--- src/pkg/hlc_pkg.sv ---
// hlc_pkg: shared constants, encodings and carriers for the hardware loop controller
package hlc_pkg;

  localparam int ADDR_W = 24;
  localparam int WORD_W = 24;
  localparam int WB_DW  = 32;
  localparam int WB_AW  = 8;

  // status word layout
  localparam int SR_SC_BIT  = 13;
  localparam int SR_FV_BIT  = 14;
  localparam int SR_LF_BIT  = 15;
  localparam int CCR_W      = 8;
  localparam logic [WORD_W-1:0] SR_RESET = 24'h000000;

  // count handling
  localparam int IMM_HI_W = 4;
  localparam int IMM_LO_W = 8;
  localparam int ABS_W    = 6;
  localparam int REG_W    = 6;
  localparam int EA_MODE_W = 3;
  localparam logic [WORD_W-1:0] LC_ONE        = 24'h000001;
  localparam logic [WORD_W-1:0] LC_ZERO       = 24'h000000;
  localparam logic [WORD_W-1:0] LC_SC_ZERO    = 24'h010000;
  localparam logic [ADDR_W-1:0] ADDR_ONE      = 24'h000001;
  localparam logic [REG_W-1:0]  REG_CODE_SSH  = 6'h3C;
  localparam logic [EA_MODE_W-1:0] EA_MODE_LONG_DISP = 3'h7;

  // register map (byte offsets)
  localparam logic [WB_AW-1:0] OFS_STATUS = 8'h00;
  localparam logic [WB_AW-1:0] OFS_LA     = 8'h04;
  localparam logic [WB_AW-1:0] OFS_LC     = 8'h08;
  localparam logic [WB_AW-1:0] OFS_SP     = 8'h0C;

  typedef enum logic [0:0] {
    KIND_FOREVER = 1'h0,
    KIND_COUNTED = 1'h1
  } hlc_kind_t;

  typedef enum logic [2:0] {
    SRC_EA  = 3'h0,
    SRC_ABS = 3'h1,
    SRC_IMM = 3'h2,
    SRC_REG = 3'h3,
    SRC_SP  = 3'h4
  } hlc_src_t;

  typedef enum logic [2:0] {
    ST_IDLE  = 3'h0,
    ST_PUSH1 = 3'h1,
    ST_PUSH2 = 3'h3,
    ST_ARM   = 3'h2,
    ST_POP1  = 3'h6,
    ST_POP2  = 3'h7
  } hlc_state_t;

  typedef struct packed {
    logic                  valid;
    hlc_kind_t             kind;
    hlc_src_t              src;
    logic [IMM_HI_W-1:0]   immHi;
    logic [IMM_LO_W-1:0]   immLo;
    logic [ABS_W-1:0]      absAddr;
    logic [REG_W-1:0]      regSel;
    logic [EA_MODE_W-1:0]  eaMode;
    logic [WORD_W-1:0]     extWord;
    logic [ADDR_W-1:0]     nextPc;
    logic [WORD_W-1:0]     countData;
  } hlc_loop_req_t;

  typedef struct packed {
    logic              valid;
    logic [ADDR_W-1:0] addr;
  } hlc_redirect_t;

endpackage : hlc_pkg

--- src/core/hlc_loop_ctrl.sv ---
// hlc_loop_ctrl: zero-overhead hardware loop controller with wishbone status access
//
// Function
// RL1: first cycle pushes end address and counter
// RL2: endless setup keeps live counter unchanged
// RL3: second cycle pushes body start and status
// RL4: endless end address from absolute extension word
// RL5: third cycle sets loop and endless flags
// RL6: end match copies stack top into fetch
// RL7: endless match decrements counter, never tested
// RL8: endless loop leaves only by abort/break
// RL9: interrupts stay allowed while loops run
// RL10: nested loop ends strictly nested, never equal
// RL11: software encodes loop end as next minus one
// RL12: condition code byte never changed here; a wishbone write to the status offset still updates it
// RL13: relative end address is pc plus displacement
// RL14: counter loaded from selected operand source
// RL15: zero count: skip, or 65536 with compat
// RL16: short immediate zero-extended into counter
// RL17: immediate from twelve bits, abs 0-63
// RL18: stack top high word refused as source
// RL19: long displacement mode refused for memory count
// RL20: counted loop pushes two stack entries
// RL21: stack pointer source loads pointer plus one
// RL22: no flow or stack writes near loop end
// RL23: counted match: decrement, or fall through at one
`timescale 1ns/1ps
module hlc_loop_ctrl #(
  parameter int STACK_DEPTH = 16
) (
  input  wire logic                         clock,
  input  wire logic                         srst,
  // wishbone slave
  input  wire logic                         wbCyc,
  input  wire logic                         wbStb,
  input  wire logic                         wbWe,
  input  wire logic [hlc_pkg::WB_AW-1:0]    wbAdr,
  input  wire logic [3:0]                   wbSel,
  input  wire logic [hlc_pkg::WB_DW-1:0]    wbDatI,
  output logic      [hlc_pkg::WB_DW-1:0]    wbDatO,
  output logic                              wbAck,
  // loop instruction from decode
  input  wire hlc_pkg::hlc_loop_req_t       loopReq,
  output logic                              loopReady,
  output logic                              loopReject,
  output logic      [hlc_pkg::ABS_W-1:0]    countAddr,
  // loop exit instructions
  input  wire logic                         loopAbort,
  input  wire logic                         loopBreak,
  // fetch side
  input  wire logic                         fetchValid,
  input  wire logic [hlc_pkg::ADDR_W-1:0]   fetchAddr,
  output hlc_pkg::hlc_redirect_t            redirect,
  // status toward the core
  output logic      [hlc_pkg::WORD_W-1:0]   statusWord,
  output logic                              irqAllowed,
  output logic                              stackErr
);

  localparam int PW = $clog2(STACK_DEPTH) + 1;

  initial begin
    if (STACK_DEPTH < 4) begin
      $error("hlc_loop_ctrl: STACK_DEPTH must hold at least two loop contexts");
    end
  end

  //////////////////////////////////////////////////////////////////////////////
  // state and registers

  hlc_pkg::hlc_state_t               state_q;
  hlc_pkg::hlc_state_t               state_d;
  hlc_pkg::hlc_loop_req_t            req_q;
  logic [hlc_pkg::ADDR_W-1:0]        la_q;
  logic [hlc_pkg::ADDR_W-1:0]        la_d;
  logic [hlc_pkg::WORD_W-1:0]        lc_q;
  logic [hlc_pkg::WORD_W-1:0]        lc_d;
  logic                              lf_q;
  logic                              lf_d;
  logic                              fv_q;
  logic                              fv_d;
  logic [hlc_pkg::WORD_W-1:0]        sr_q;
  logic                              reject_q;
  logic                              redirValid_q;
  logic [hlc_pkg::ADDR_W-1:0]        redirAddr_q;
  logic                              redirValid_d;
  logic [hlc_pkg::ADDR_W-1:0]        redirAddr_d;
  logic [hlc_pkg::ABS_W-1:0]         countAddr_q;
  logic                              ack_q;
  logic [hlc_pkg::WB_DW-1:0]         rdata_q;

  logic                              stkPush;
  logic                              stkPop;
  logic [hlc_pkg::WORD_W-1:0]        stkPushHi;
  logic [hlc_pkg::WORD_W-1:0]        stkPushLo;
  logic [hlc_pkg::WORD_W-1:0]        stkTopHi;
  logic [hlc_pkg::WORD_W-1:0]        stkTopLo;
  logic [PW-1:0]                     stkDepth;

  //////////////////////////////////////////////////////////////////////////////
  // system stack

  hlc_sys_stack #(
    .DEPTH (STACK_DEPTH),
    .W     (hlc_pkg::WORD_W)
  ) u_stack (
    .clock    (clock),
    .srst     (srst),
    .push     (stkPush),
    .pop      (stkPop),
    .pushHi   (stkPushHi),
    .pushLo   (stkPushLo),
    .topHi    (stkTopHi),
    .topLo    (stkTopLo),
    .depth    (stkDepth),
    .stackErr (stackErr)
  );

  //////////////////////////////////////////////////////////////////////////////
  // decode of status, request legality and count value

  // loop flags merged over the software-held status bits, ccr bits pass untouched
  wire logic [hlc_pkg::WORD_W-1:0] srMerged = { // RL12
    sr_q[hlc_pkg::WORD_W-1:hlc_pkg::SR_LF_BIT+1],
    lf_q,
    fv_q,
    sr_q[hlc_pkg::SR_FV_BIT-1:0]
  };
  wire logic scMode   = sr_q[hlc_pkg::SR_SC_BIT];
  wire logic idle     = (state_q == hlc_pkg::ST_IDLE);
  wire logic counted  = (req_q.kind == hlc_pkg::KIND_COUNTED);

  wire logic badReg   = (loopReq.src == hlc_pkg::SRC_REG) &&
                        (loopReq.regSel == hlc_pkg::REG_CODE_SSH); // RL18
  wire logic badEa    = (loopReq.src == hlc_pkg::SRC_EA) &&
                        (loopReq.eaMode == hlc_pkg::EA_MODE_LONG_DISP); // RL19
  wire logic reqIllegal = (loopReq.kind == hlc_pkg::KIND_COUNTED) && (badReg || badEa);

  // immediate count built from the split twelve-bit field, zero-extended
  wire logic [hlc_pkg::WORD_W-1:0] immCount = { // RL16
    {(hlc_pkg::WORD_W-hlc_pkg::IMM_HI_W-hlc_pkg::IMM_LO_W){1'b0}},
    req_q.immHi,
    req_q.immLo
  }; // RL17
  wire logic [hlc_pkg::WORD_W-1:0] spCount =
    hlc_pkg::WORD_W'(stkDepth) + hlc_pkg::LC_ONE; // RL21
  wire logic [hlc_pkg::WORD_W-1:0] rawCount =
    (req_q.src == hlc_pkg::SRC_IMM) ? immCount :
    (req_q.src == hlc_pkg::SRC_SP)  ? spCount  :
                                      req_q.countData; // RL14
  wire logic [hlc_pkg::WORD_W-1:0] loadCount =
    ((rawCount == hlc_pkg::LC_ZERO) && scMode) ? hlc_pkg::LC_SC_ZERO : rawCount; // RL15

  wire logic [hlc_pkg::ADDR_W-1:0] endAddr =
    counted ? (req_q.nextPc + req_q.extWord) : req_q.extWord; // RL4 RL13

  // loop-running events, looked at only while no setup or unwind is in flight
  wire logic exitReq  = idle && lf_q && (loopAbort || loopBreak); // RL8
  wire logic endMatch = idle && lf_q && fetchValid && (fetchAddr == la_q);
  wire logic lcAboveOne = (lc_q > hlc_pkg::LC_ONE);

  assign loopReady = idle && !exitReq && !endMatch;
  wire logic reqTake = loopReq.valid && loopReady;

  //////////////////////////////////////////////////////////////////////////////
  // sequencer

  always_comb begin
    state_d      = state_q;
    la_d         = la_q;
    lc_d         = lc_q;
    lf_d         = lf_q;
    fv_d         = fv_q;
    stkPush      = 1'b0;
    stkPop       = 1'b0;
    stkPushHi    = la_q;
    stkPushLo    = lc_q;
    redirValid_d = 1'b0;
    redirAddr_d  = redirAddr_q;
    case (state_q)
      hlc_pkg::ST_IDLE: begin
        if (exitReq) begin
          if (loopBreak) begin
            redirValid_d = 1'b1;
            redirAddr_d  = la_q + hlc_pkg::ADDR_ONE;
          end
          state_d = hlc_pkg::ST_POP1; // RL8
        end else if (endMatch) begin
          if (fv_q || lcAboveOne) begin
            redirValid_d = 1'b1;
            redirAddr_d  = stkTopHi; // RL6
            lc_d         = lc_q - hlc_pkg::LC_ONE; // RL7 RL23
          end else begin
            state_d = hlc_pkg::ST_POP1; // RL23
          end
        end else if (reqTake && !reqIllegal) begin
          state_d = hlc_pkg::ST_PUSH1;
        end
      end
      hlc_pkg::ST_PUSH1: begin
        stkPush   = 1'b1; // RL1 RL20
        stkPushHi = la_q;
        stkPushLo = lc_q;
        if (counted) begin
          lc_d = loadCount; // RL14
        end // RL2
        state_d = hlc_pkg::ST_PUSH2;
      end
      hlc_pkg::ST_PUSH2: begin
        stkPush   = 1'b1; // RL3 RL20
        stkPushHi = req_q.nextPc;
        stkPushLo = srMerged;
        la_d      = endAddr; // RL4 RL13
        state_d   = hlc_pkg::ST_ARM;
      end
      hlc_pkg::ST_ARM: begin
        if (counted && (lc_q == hlc_pkg::LC_ZERO)) begin
          redirValid_d = 1'b1;
          redirAddr_d  = la_q + hlc_pkg::ADDR_ONE; // RL15
          state_d      = hlc_pkg::ST_POP1;
        end else begin
          lf_d    = 1'b1; // RL5
          fv_d    = !counted; // RL5
          state_d = hlc_pkg::ST_IDLE;
        end
      end
      hlc_pkg::ST_POP1: begin
        stkPop  = 1'b1;
        lf_d    = stkTopLo[hlc_pkg::SR_LF_BIT];
        fv_d    = stkTopLo[hlc_pkg::SR_FV_BIT];
        state_d = hlc_pkg::ST_POP2;
      end
      hlc_pkg::ST_POP2: begin
        stkPop  = 1'b1;
        la_d    = stkTopHi;
        lc_d    = stkTopLo;
        state_d = hlc_pkg::ST_IDLE;
      end
      default: begin
        state_d = hlc_pkg::ST_IDLE;
      end
    endcase
  end

  always_ff @(posedge clock) begin
    if (srst) begin
      state_q      <= hlc_pkg::ST_IDLE;
      la_q         <= '0;
      lc_q         <= '0;
      lf_q         <= 1'b0;
      fv_q         <= 1'b0;
      redirValid_q <= 1'b0;
      redirAddr_q  <= '0;
    end else begin
      state_q      <= state_d;
      la_q         <= la_d;
      lc_q         <= lc_d;
      lf_q         <= lf_d;
      fv_q         <= fv_d;
      redirValid_q <= redirValid_d;
      redirAddr_q  <= redirAddr_d;
    end
  end

  always_ff @(posedge clock) begin
    if (srst) begin
      req_q       <= '0;
      reject_q    <= 1'b0;
      countAddr_q <= '0;
    end else begin
      reject_q <= reqTake && reqIllegal; // RL18 RL19
      if (reqTake && !reqIllegal) begin
        req_q       <= loopReq;
        countAddr_q <= loopReq.absAddr; // RL17
      end
    end
  end

  //////////////////////////////////////////////////////////////////////////////
  // wishbone slave

  wire logic                       busReq   = wbCyc && wbStb;
  wire logic                       wrStatus = busReq && wbWe && ack_q &&
                                              (wbAdr == hlc_pkg::OFS_STATUS);
  wire logic [hlc_pkg::WORD_W-1:0] laneMask;
  wire logic [hlc_pkg::WORD_W-1:0] srWrite;

  genvar gl;
  generate
    for (gl = 0; gl < hlc_pkg::WORD_W / 8; gl++) begin : g_lane
      assign laneMask[gl*8 +: 8] = {8{wbSel[gl]}};
    end
  endgenerate

  assign srWrite = (sr_q & ~laneMask) | (wbDatI[hlc_pkg::WORD_W-1:0] & laneMask);

  wire logic [hlc_pkg::WB_DW-1:0] rdMux =
    (wbAdr == hlc_pkg::OFS_STATUS) ? hlc_pkg::WB_DW'(srMerged) :
    (wbAdr == hlc_pkg::OFS_LA)     ? hlc_pkg::WB_DW'(la_q)     :
    (wbAdr == hlc_pkg::OFS_LC)     ? hlc_pkg::WB_DW'(lc_q)     :
    (wbAdr == hlc_pkg::OFS_SP)     ? hlc_pkg::WB_DW'(stkDepth) :
                                     '0;

  always_ff @(posedge clock) begin
    if (srst) begin
      ack_q   <= 1'b0;
      rdata_q <= '0;
      sr_q    <= hlc_pkg::SR_RESET;
    end else begin
      ack_q <= busReq && !ack_q;
      if (busReq && !ack_q) begin
        rdata_q <= rdMux;
      end
      if (wrStatus) begin
        sr_q <= srWrite;
      end
    end
  end

  //////////////////////////////////////////////////////////////////////////////
  // outputs

  assign wbAck          = ack_q;
  assign wbDatO         = rdata_q;
  assign loopReject     = reject_q;
  assign countAddr      = countAddr_q;
  assign redirect.valid = redirValid_q;
  assign redirect.addr  = redirAddr_q;
  assign statusWord     = srMerged;
  assign irqAllowed     = idle; // RL9

endmodule : hlc_loop_ctrl

--- src/core/hlc_sys_stack.sv ---
// hlc_sys_stack: two-word system stack with depth pointer
`timescale 1ns/1ps
module hlc_sys_stack #(
  parameter int DEPTH = 16,
  parameter int W     = 24
) (
  input  wire logic                   clock,
  input  wire logic                   srst,
  input  wire logic                   push,
  input  wire logic                   pop,
  input  wire logic [W-1:0]           pushHi,
  input  wire logic [W-1:0]           pushLo,
  output logic      [W-1:0]           topHi,
  output logic      [W-1:0]           topLo,
  output logic      [$clog2(DEPTH):0] depth,
  output logic                        stackErr
);

  localparam int PW = $clog2(DEPTH) + 1;
  localparam logic [PW-1:0] P_ONE  = PW'(1);
  localparam logic [PW-1:0] P_FULL = PW'(DEPTH);

  initial begin
    if (DEPTH < 2) begin
      $error("hlc_sys_stack: DEPTH must be at least 2");
    end
  end

  logic [W-1:0]  hiMem [DEPTH];
  logic [W-1:0]  loMem [DEPTH];
  logic [PW-1:0] sp_q;
  logic          err_q;

  wire logic          doPush = push && (sp_q != P_FULL);
  wire logic          doPop  = pop && !push && (sp_q != '0);
  wire logic [PW-1:0] topIdx = sp_q - P_ONE;

  always_ff @(posedge clock) begin
    if (srst) begin
      sp_q  <= '0;
      err_q <= 1'b0;
    end else begin
      err_q <= (push && (sp_q == P_FULL)) || (pop && !push && (sp_q == '0));
      if (doPush) begin
        sp_q <= sp_q + P_ONE;
      end else if (doPop) begin
        sp_q <= topIdx;
      end
    end
  end

  always_ff @(posedge clock) begin
    if (doPush) begin
      hiMem[sp_q[PW-2:0]] <= pushHi;
      loMem[sp_q[PW-2:0]] <= pushLo;
    end
  end

  assign topHi    = (sp_q == '0) ? '0 : hiMem[topIdx[PW-2:0]];
  assign topLo    = (sp_q == '0) ? '0 : loMem[topIdx[PW-2:0]];
  assign depth    = sp_q;
  assign stackErr = err_q;

endmodule : hlc_sys_stack

--- config.mk ---
export PLATFORM = sky130hd
export DESIGN_NAME = hlc_loop_ctrl
export DESIGN_NICKNAME = d
export VERILOG_FILES = /design/src/pkg/hlc_pkg.sv /design/src/core/hlc_loop_ctrl.sv /design/src/core/hlc_sys_stack.sv
export SDC_FILE = /design/constraint.sdc
export NUM_CORES = 1
export LEC_CHECK = 0
export ABC_AREA = 0
export BUFFER_PORTS_ARGS = -buffer_cell sky130_fd_sc_hd__buf_2
export CAP_MARGIN = 20
export CORE_ASPECT_RATIO = 1.2
export CORE_MARGIN = 4
export CORE_UTILIZATION = 55
export CTS_BUF_LIST = sky130_fd_sc_hd__clkbuf_8
export CTS_CLUSTER_DIAMETER = 40
export DETAILED_ROUTE_END_ITERATION = 8
export HOLD_SLACK_MARGIN = 0.05
export PLACE_DENSITY = 0.73
export REMOVE_ABC_BUFFERS = 1
export SYNTH_ARGS = -nofsm -noshare
export SYNTH_HDL_FRONTEND = slang
export SYNTH_HIERARCHICAL = 1
export SYNTH_SLANG_ARGS = --single-unit
--- constraint.sdc ---
create_clock -name clock -period 6.4 [get_ports clock]
set_input_delay 0.64 -clock clock [delete_from_list [all_inputs] [get_ports clock]]
set_output_delay 0.64 -clock clock [all_outputs]
set_load 0.02 [all_outputs]
# Word-level counts from Yosys, hierarchy flattened
# Memory sizes are Yosys's and may differ from the RTL's.
# Index checks and enable logic that the tools add are counted.
# op_classes
mux	46
reduce_logical	52
eq_ne	27
bitwise	4
addsub	6
n_lt_le_gt_ge	1
# ops
operator	n
24-bit two-way mux	20
24-bit case mux with 2 select lines	2
24-bit case mux with 3 select lines	1
24-bit bitwise AND	2
24-bit zero test	2
24-bit by 1-bit adder with 24-bit output, second input constant	1
24-bit adder	1
24-bit == test	1
24-bit by 1-bit > comparator with 1-bit output, second input constant	1
1-bit logical AND	24
24-bit NOT	1
24-bit bitwise OR	1
24-bit by 1-bit subtractor with 24-bit output, second input constant	1
8-bit by 4-bit == test with 1-bit output, second input constant	2
3-bit two-way mux	5
5-bit two-way mux	3
3-bit case mux with 5 select lines	1
3-bit by 2-bit == test with 1-bit output, second input constant	4
3-bit == test, second input constant	4
1-bit two-way mux	11
5-bit AND reduction	2
8-bit by 3-bit == test with 1-bit output, second input constant	1
8-bit zero test	1
2-bit != test, second input constant	4
22 further kinds	40
# word_totals
memories	2
output_inout_bits	92
inputBits	180
wordCells	159
mem_bits_rw	768
ff_bits	236
# mem_list
memory	depth	word_bits	rd	rd_clocked_by_memory_dff	write_ports	line_no	text
u_stack.hiMem	16	24	1	0	1	hlc_sys_stack.sv:29	logic [W-1:0] hiMem [DEPTH];
u_stack.loMem	16	24	1	0	1	hlc_sys_stack.sv:30	logic [W-1:0] loMem [DEPTH];

# Longest topological paths before layout
# Gate-level depths: netlist of the first run.
# depth
ltp_word	12
ltp_mapped	14
depth_no_buf	11

# Cells and area by module
# The synthesis of the first run kept the hierarchy.
# by_module_without_submodules
module	n_inst	area_each_um2	seq_area_each_um2	cells_each
hlc_sys_stack	1	29555.8	23182.2	1253
hlc_loop_ctrl	1	12504.5	4404.2	1677

# Worst setup path before layout of the first run
# OpenSTA, ideal clock, no wires.
# synth_path
path_type	register to register
start	register u_stack.sp_q[0], in the netlist u_stack/depth[0]
end	memory u_stack.hiMem[0][0] (enable)
slack_ps	1215
path_stages_with_launch	7
t_required_ps	5887
t_arrival_ps	4672
n_path_buf	2
setup_time_ps	513
period_less_slack_ps	5185
path_cell_list	dfxtp_1 -> buf_4 -> buf_2 -> inv_2 -> ha_1 -> or3b_1 -> nor3_1
# synth_between
elab_chain_cells	4
# synth_lines
element	line_no	text
start: declaration	hlc_sys_stack.sv:31	logic [PW-1:0] sp_q;
start signal: assignment	hlc_sys_stack.sv:45	sp_q <= sp_q + P_ONE;
start signal: assignment	hlc_sys_stack.sv:47	sp_q <= topIdx;
5-bit != test	hlc_sys_stack.sv:34	wire logic doPush = push && (sp_q != P_FULL);
1-bit logical AND	hlc_sys_stack.sv:34	
1-bit two-way mux	hlc_sys_stack.sv:53	if (doPush) begin
1-bit two-way mux (implied by the code)	hlc_sys_stack.sv:54	hiMem[sp_q[PW-2:0]] <= pushHi;
end: declaration	hlc_sys_stack.sv:29	
# Parallel ways exist; a longest one is shown, timed or not.

# Final worst setup path of the first run
# layout_path
start	register la_q[10] (netlist bit)
end	output loopReady
# layout_between
elab_chain_cells	4
# layout_lines
element	line_no	text
start: declaration	hlc_loop_ctrl.sv:74	logic [hlc_pkg::ADDR_W-1:0] la_q;
start signal: assignment	hlc_loop_ctrl.sv:256	la_q <= la_d;
24-bit == test	hlc_loop_ctrl.sv:159	wire logic endMatch = idle && lf_q && fetchValid && (fetchAddr == la_q);
1-bit logical AND	hlc_loop_ctrl.sv:159	
1-bit zero test	hlc_loop_ctrl.sv:162	assign loopReady = idle && !exitReq && !endMatch;
1-bit logical AND	hlc_loop_ctrl.sv:162	
end: declaration	hlc_loop_ctrl.sv:44	output logic loopReady,
# Every way passes these cells.

==> impl_metrics.ini, run 1 <==
[finish]
nNetsFinal = 3526
drive_gt1_frac = 0.224
area_delta_synth_final_pct = 15.7
fill_cells = 5396

[global_route]
grt_max_degree = 77
top_usage_layer = met2
grt_pass1_wl_um = 177000
use_met1 = 0.400
grt_pass1_vias = 28208
gr-total-overflow = 0
use_met2 = 0.470
met3_usage = 0.0716
antenna_found_initial = 2
grt_use_total = 0.297

[sta]
worst_slew_pin_slew_ns = 1.13
fin_crit_sh = 0.663
relSlewSlack = 0.243
rsz0062_at_grt = false
hold-worst-slack_ns = 0.118
max_freq_mhz = 236
setup_viol = 0
setup_tns_ns = 0
slew_violations = 0
hold_violations = 0
finClkSkew_ns = 0.0378
min_period_ns = 4.24
setup_slack_ns = 2.16

[clocking]
cts_buffer_depth = 3
insertion_delay_ns = 0.82
cts_buffers = 154
cts-root-buf = clkbuf_8
cts-resized-gates = 0
hold_buffers = 109
postCtsSetupRepairBufs = 0
clkSlewWorstSetupHoldPaths_ns = 0.06
h-tree-depth = 4
tritoncts = built
cts.sinks = 994

[synth]
yosysMostFrequentCell = edfxtp_1
synthFlopType = edfxtp_1
yosysTopAreaCellShare = 0.548
seq_area_frac_synth = 0.656
async_flop_share = 0
syn_area_um2 = 42100
synth_largest_area_cell = edfxtp_1
synthTopCellsByCount = 768 x edfxtp_1, 452 x nand2_1, 226 x dfxtp_1, 196 x mux4_2, 174 x mux2i_1
synth_edf_count = 768
syn_area_per_cell_um2 = 14.4
yosysUniqueCellTypes = 82
yosysWarnings = 6
synthCells = 2930
synth_seq_cells = 994
yosys-top-cells-area = edfxtp_1 55%, dfxtp_1 11%, mux4_2 10%

[power_and_ir_drop]
ir_worst_vdd_mv = 0.333
powerDensity_nw_per_um2 = 370
total_leakage_power_nw = 17.7
p_total_w = 0.0180

[die]
die_w_um = 260
core_um2 = 75400
start_util = 0.558
io_pins = 272
num_rows = 110
die_area_um2 = 81000
die_h_um = 311

[critical_path]
start_kind = register
crit_required_ns = 5.76
crit_path_end_kind = output port
critPathLaunch = la_q[10]
r2r-start = la_q[10]
rrSetupSlack_ns = 2.20
critPathKind = register to output port
r2r-end = state_q[0]
critPathMaxFanout = 8
arrival_ns = 3.60
reg2regPathDepth = 11

[outcome]
status = finished, final reports clean

[route]
dr.first_iter.drc_count = 3747
via_per_inst = 6.34
wire_per_inst_um = 27.2
dr.pass1.iters = 8
via_count = 28221
ant_nets = 0
routed_wl_um = 121000
drc = 0

[hold_path]
hold_class = input pin to register
min_to = req_q[69]
min_from = loopReq[69]
hold_depth = 3

[place]
dpl.hpwl_um = 74100
preCtsSetupSlack_ns = 2.14
port_buffers = 252
routabilityCongestion = 0.940

[job]
drv_cap = 0
## report_power, final
group | leakage [nW] | internal [W] | switching, W
combinational | 6.96 | 0.00178 | 0.00291
clock | 1.81 | 0.00290 | 0.00249
sequential | 8.93 | 0.00757 | 0.000370
## worst max-delay path: stages (launching register included)
cell,delay [ns]
dfxtp_1,0.77
xnor2_1,0.20
nand4_1,0.39
nor4_1,0.46
nand4_1,0.26
nand2_1,0.31
inv_1,0.18
buf_2,0.21
## cell usage in the layout, fill, tap and decap left out, types with 8 or more instances in the layout
cell type,netlist,final
a222oi_1,8,8
nand2_1,452,451
nor2b_1,10,10
buf_2,43,252
a22oi_1,35,35
mux4_2,196,196
xor2_1,39,38
a21oi_1,153,153
clkbuf_8,0,169
nand3_1,26,25
buf_4,13,57
bufinv_16,0,11
clkinv_2,0,14
o22ai_1,58,58
dfxtp_1,226,223
clkinv_1,1,17
nor2_4,0,13
nand2b_1,8,8
nor2_1,161,146
o21ai_0,88,87
mux2i_1,174,174
a21o_1,12,12
dlygate4sd3_1,0,109
a221oi_1,16,16
inv_1,14,72
nor3_1,30,29
nand4_1,12,12
o21ai_1,12,11
ha_1,32,31
conb_1,1,8
edfxtp_1,768,768
and3_1,14,10
a211oi_1,16,16
nor4_1,16,16
xnor2_1,45,45
## routing by layer
| metal | part of all wire | up-vias | wire length [µm] |
|---|---|---|---|
| met5 | 0 | - | 0 |
| met4 | 0.043 | 0 | 5160 |
| met3 | 0.12 | 339 | 14400 |
| met2 | 0.47 | 1944 | 57100 |
| met1 | 0.37 | 13961 | 44300 |
| li1 | - | 11977 | - |
## cell families (layout without fill, tap and decap cells)
| group | Yosys count | count (layout) | synth area share |
|---|---|---|---|
| AO/OA/AOI/OAI | 463 | 463 | 0.0685 |
| XOR/XNOR | 85 | 85 | 0.0179 |
| adder cells (fa/ha/maj) | 33 | 33 | 0.0100 |
| buffers and inverters | 220 | 723 | 0.0236 |
| flip-flops | 994 | 994 | 0.656 |
| multiplexers | 372 | 372 | 0.147 |
| other | 1 | 9 | 0.0000892 |
| AND/OR/NAND/NOR | 762 | 762 | 0.0771 |
## area by class of cell
cell class | count | area, µm² | area share
Antenna cell | 1 | 2.50 | 0.0000514
Clock buffer | 169 | 2330 | 0.0478
Clock inverter | 114 | 816 | 0.0168
Inverter | 16 | 60.1 | 0.00123
Multi-Input combinational cell | 1723 | 13700 | 0.282
Sequential cell | 994 | 27600 | 0.567
Tap cell | 1008 | 1260 | 0.0259
Timing Repair Buffer | 424 | 2890 | 0.0594
## sequential cells by signal, summed over array words and instances, names as in the netlist, 5 cells and up, named ones only
name	count
u_stack/hiMem	384
la_q	24
req_q	75
redirAddr_q	24
wbDatO	24
immCount	12
lc_q	24
countAddr	6
u_stack/depth	5
u_stack/loMem	384
## worst max path at each step
stage                       to  slack, ns  cells after the start
2_1_floorplan  redirAddr_q[22]      -7.97                      9
3_3_place_gp          la_q[15]       2.21                      8
3_5_place_dp          la_q[15]       2.14                      8
4_1_cts               la_q[15]       2.15                      8
5_1_grt                la_q[9]       1.84                      9
6_report             loopReady       2.16                      7
## per-stage QoR
step                area [µm²]  utilization  instances
floorplan                41200            -       2733
global placement         44400        0.589       4054
CTS                      48700        0.645       4448
detailed placement       44400        0.589       4056
finish                   48700        0.645       4449
global route             48700        0.645       4449
Power figures use the tool's default switching activity.
==> run 2, diff against run 1 <==
==> constraint.sdc (replaced) <==
create_clock -name clock -period 4.4 [get_ports clock]
set_input_delay 0.44 -clock clock [delete_from_list [all_inputs] [get_ports clock]]
set_output_delay 0.44 -clock clock [all_outputs]
set_load 0.02 [all_outputs]
==> impl_metrics.ini, run 2 (synthesis results as in run 1) <==
[finish]
fin_area_um2 = 49100
mostFrequentLayoutCell = edfxtp_1
drive_gt1_frac = 0.226
area_delta_synth_final_pct = 16.7
final_cell_mix = 768 x edfxtp_1, 451 x nand2_1, 252 x buf_2, 223 x dfxtp_1, 196 x mux4_2
fill_cells = 5270
nNetsFinal = 3556

[power_and_ir_drop]
powerDensity_nw_per_um2 = 534
total_leakage_power_nw = 17.9
ir_worst_vdd_mv = 0.502
p_total_w = 0.0262

[sta]
fin_crit_sh = 0.976
hold_violations = 0
setup_viol = 0
finClkSkew_ns = 0.0449
slew_violations = 0
setup_slack_ns = 0.107
min_period_ns = 4.29
rsz0062_at_grt = false
max_freq_mhz = 233
hold-worst-slack_ns = 0.173
relSlewSlack = 0.187
worst_slew_pin_slew_ns = 1.21

[clocking]
h-tree-depth = 4
cts-root-buf = clkbuf_8
cts_buffer_depth = 3
clkSlewWorstSetupHoldPaths_ns = 0.07
cts_buffers = 154
insertion_delay_ns = 0.82
cts.sinks = 994
tritoncts = built
postCtsSetupRepairBufs = 0

[route]
wire_per_inst_um = 27.1
drc = 0
ant_nets = 0
routed_wl_um = 122000
dr.pass1.iters = 8
via_per_inst = 6.31
via_count = 28283
dr.first_iter.drc_count = 3932

[hold_path]
hold_class = input pin to register
min_from = srst

[die]
core_um2 = 75400
die_w_um = 260
num_rows = 110
io_pins = 272
die_area_um2 = 81000
start_util = 0.558
die_h_um = 311

[critical_path]
path_cells = nor3_2, nand4_1, nor4_1, nand4_1, nand2_1, inv_1, nand3_4, buf_12, a32oi_1, dlygate4sd3_1, nor2_1
critPathLaunch = state_q[1]
cp_slowest_cell = nor4_1
crit_buf_inv = 3
critPathMaxFanout = 42
r2r-start = state_q[1]
start_kind = register
arrival_ns = 5.02
crit_required_ns = 5.13
cpMostUsedCell = nand4_1
slowest_delay_ns = 0.68
critPathTopFamily = simple AND/OR/NAND/NOR gates
crit_path_end_kind = register
critPathKind = register to register

[global_route]
grt_pass1_wl_um = 178000
antenna_found_initial = 3
gr-total-overflow = 0
grt_max_degree = 109
grt_pass1_vias = 28209
grt_use_total = 0.298

[place]
dpl_cell_area_um2 = 44800
dpl.hpwl_um = 74200
routabilityCongestion = 0.930
preCtsSetupSlack_ns = 0.469
port_buffers = 252

[outcome]
status = finished, final reports clean

[job]
drv_cap = 0
## run 2: cell types whose count changed in the layout (fill, tap and decap cells not counted), moves of 2 or more
cell,before,now
inv_1,72,75
buf_4,57,61
clkinv_4,0,2
clkinv_1,17,19
inv_6,7,2
bufinv_16,11,7
buf_12,5,21
dlygate4sd3_1,109,118
clkinvlp_4,5,7
clkbuf_8,169,176
clkinv_2,14,10
## run 2: per-layer routing
metal	share of wire	global-route usage	vias to the layer above	wire [µm]
met3	0.12	0.0723	354	14600
li1	-	-	12020	-
met4	0.042	0.117	2	5160
met2	0.47	0.469	1937	57200
met5	0.00011	0	-	13
met1	0.37	0.406	13970	44600
## run 2: report_power, final
part | switching, W | internal [W]
Clock | 0.00356 | 0.00407
Sequential | 0.000513 | 0.0110
Combinational | 0.00433 | 0.00269
Total | 0.00840 | 0.0178
## run 2: cell type report
cell class	count	area, µm²	share of cell area
Timing Repair Buffer	454	3360	0.0685
Sequential cell	994	27600	0.562
Tap cell	1008	1260	0.0257
Multi-Input combinational cell	1723	13700	0.280
Inverter	16	60.1	0.00122
Clock inverter	108	656	0.0134
Clock buffer	176	2420	0.0494
Antenna cell	1	2.50	0.0000510
## run 2: per-stage QoR
stage	TNS [ns]	util	instances
6_report	0	0.651	4480
5_1_grt	0	0.651	4480
4_1_cts	0	0.650	4478
3_5_place_dp	0	0.594	4076
3_3_place_gp	0	0.594	4075
2_1_floorplan	-5449.45	-	2733
## run 2: worst paths after layout
path,end,slack (ns),cells past startpoint
setup / recovery,req_q[101],0.11,11
hold / removal,wbDatO[18],0.17,2
setup reg to reg,req_q[101],0.11,11
hold reg to reg,countAddr[1],0.45,2
## run 2: worst register-to-register path, stage by stage, from the launching register on
cell and delay (ns):
dfxtp_1 0.46, nor3_2 0.54, nand4_1 0.17, nor4_1 0.68, nand4_1 0.35, nand2_1 0.29, inv_1 0.18, nand3_4 0.51
buf_12 0.29, a32oi_1 0.08, dlygate4sd3_1 0.57, nor2_1 0.08
## run 2: repair_timing
item,in CTS,in global routing
gates resized for setup,0,0
hold buffers,118,0
endpoints found under the setup margin,0,1
endpoints found under the hold margin,117,0
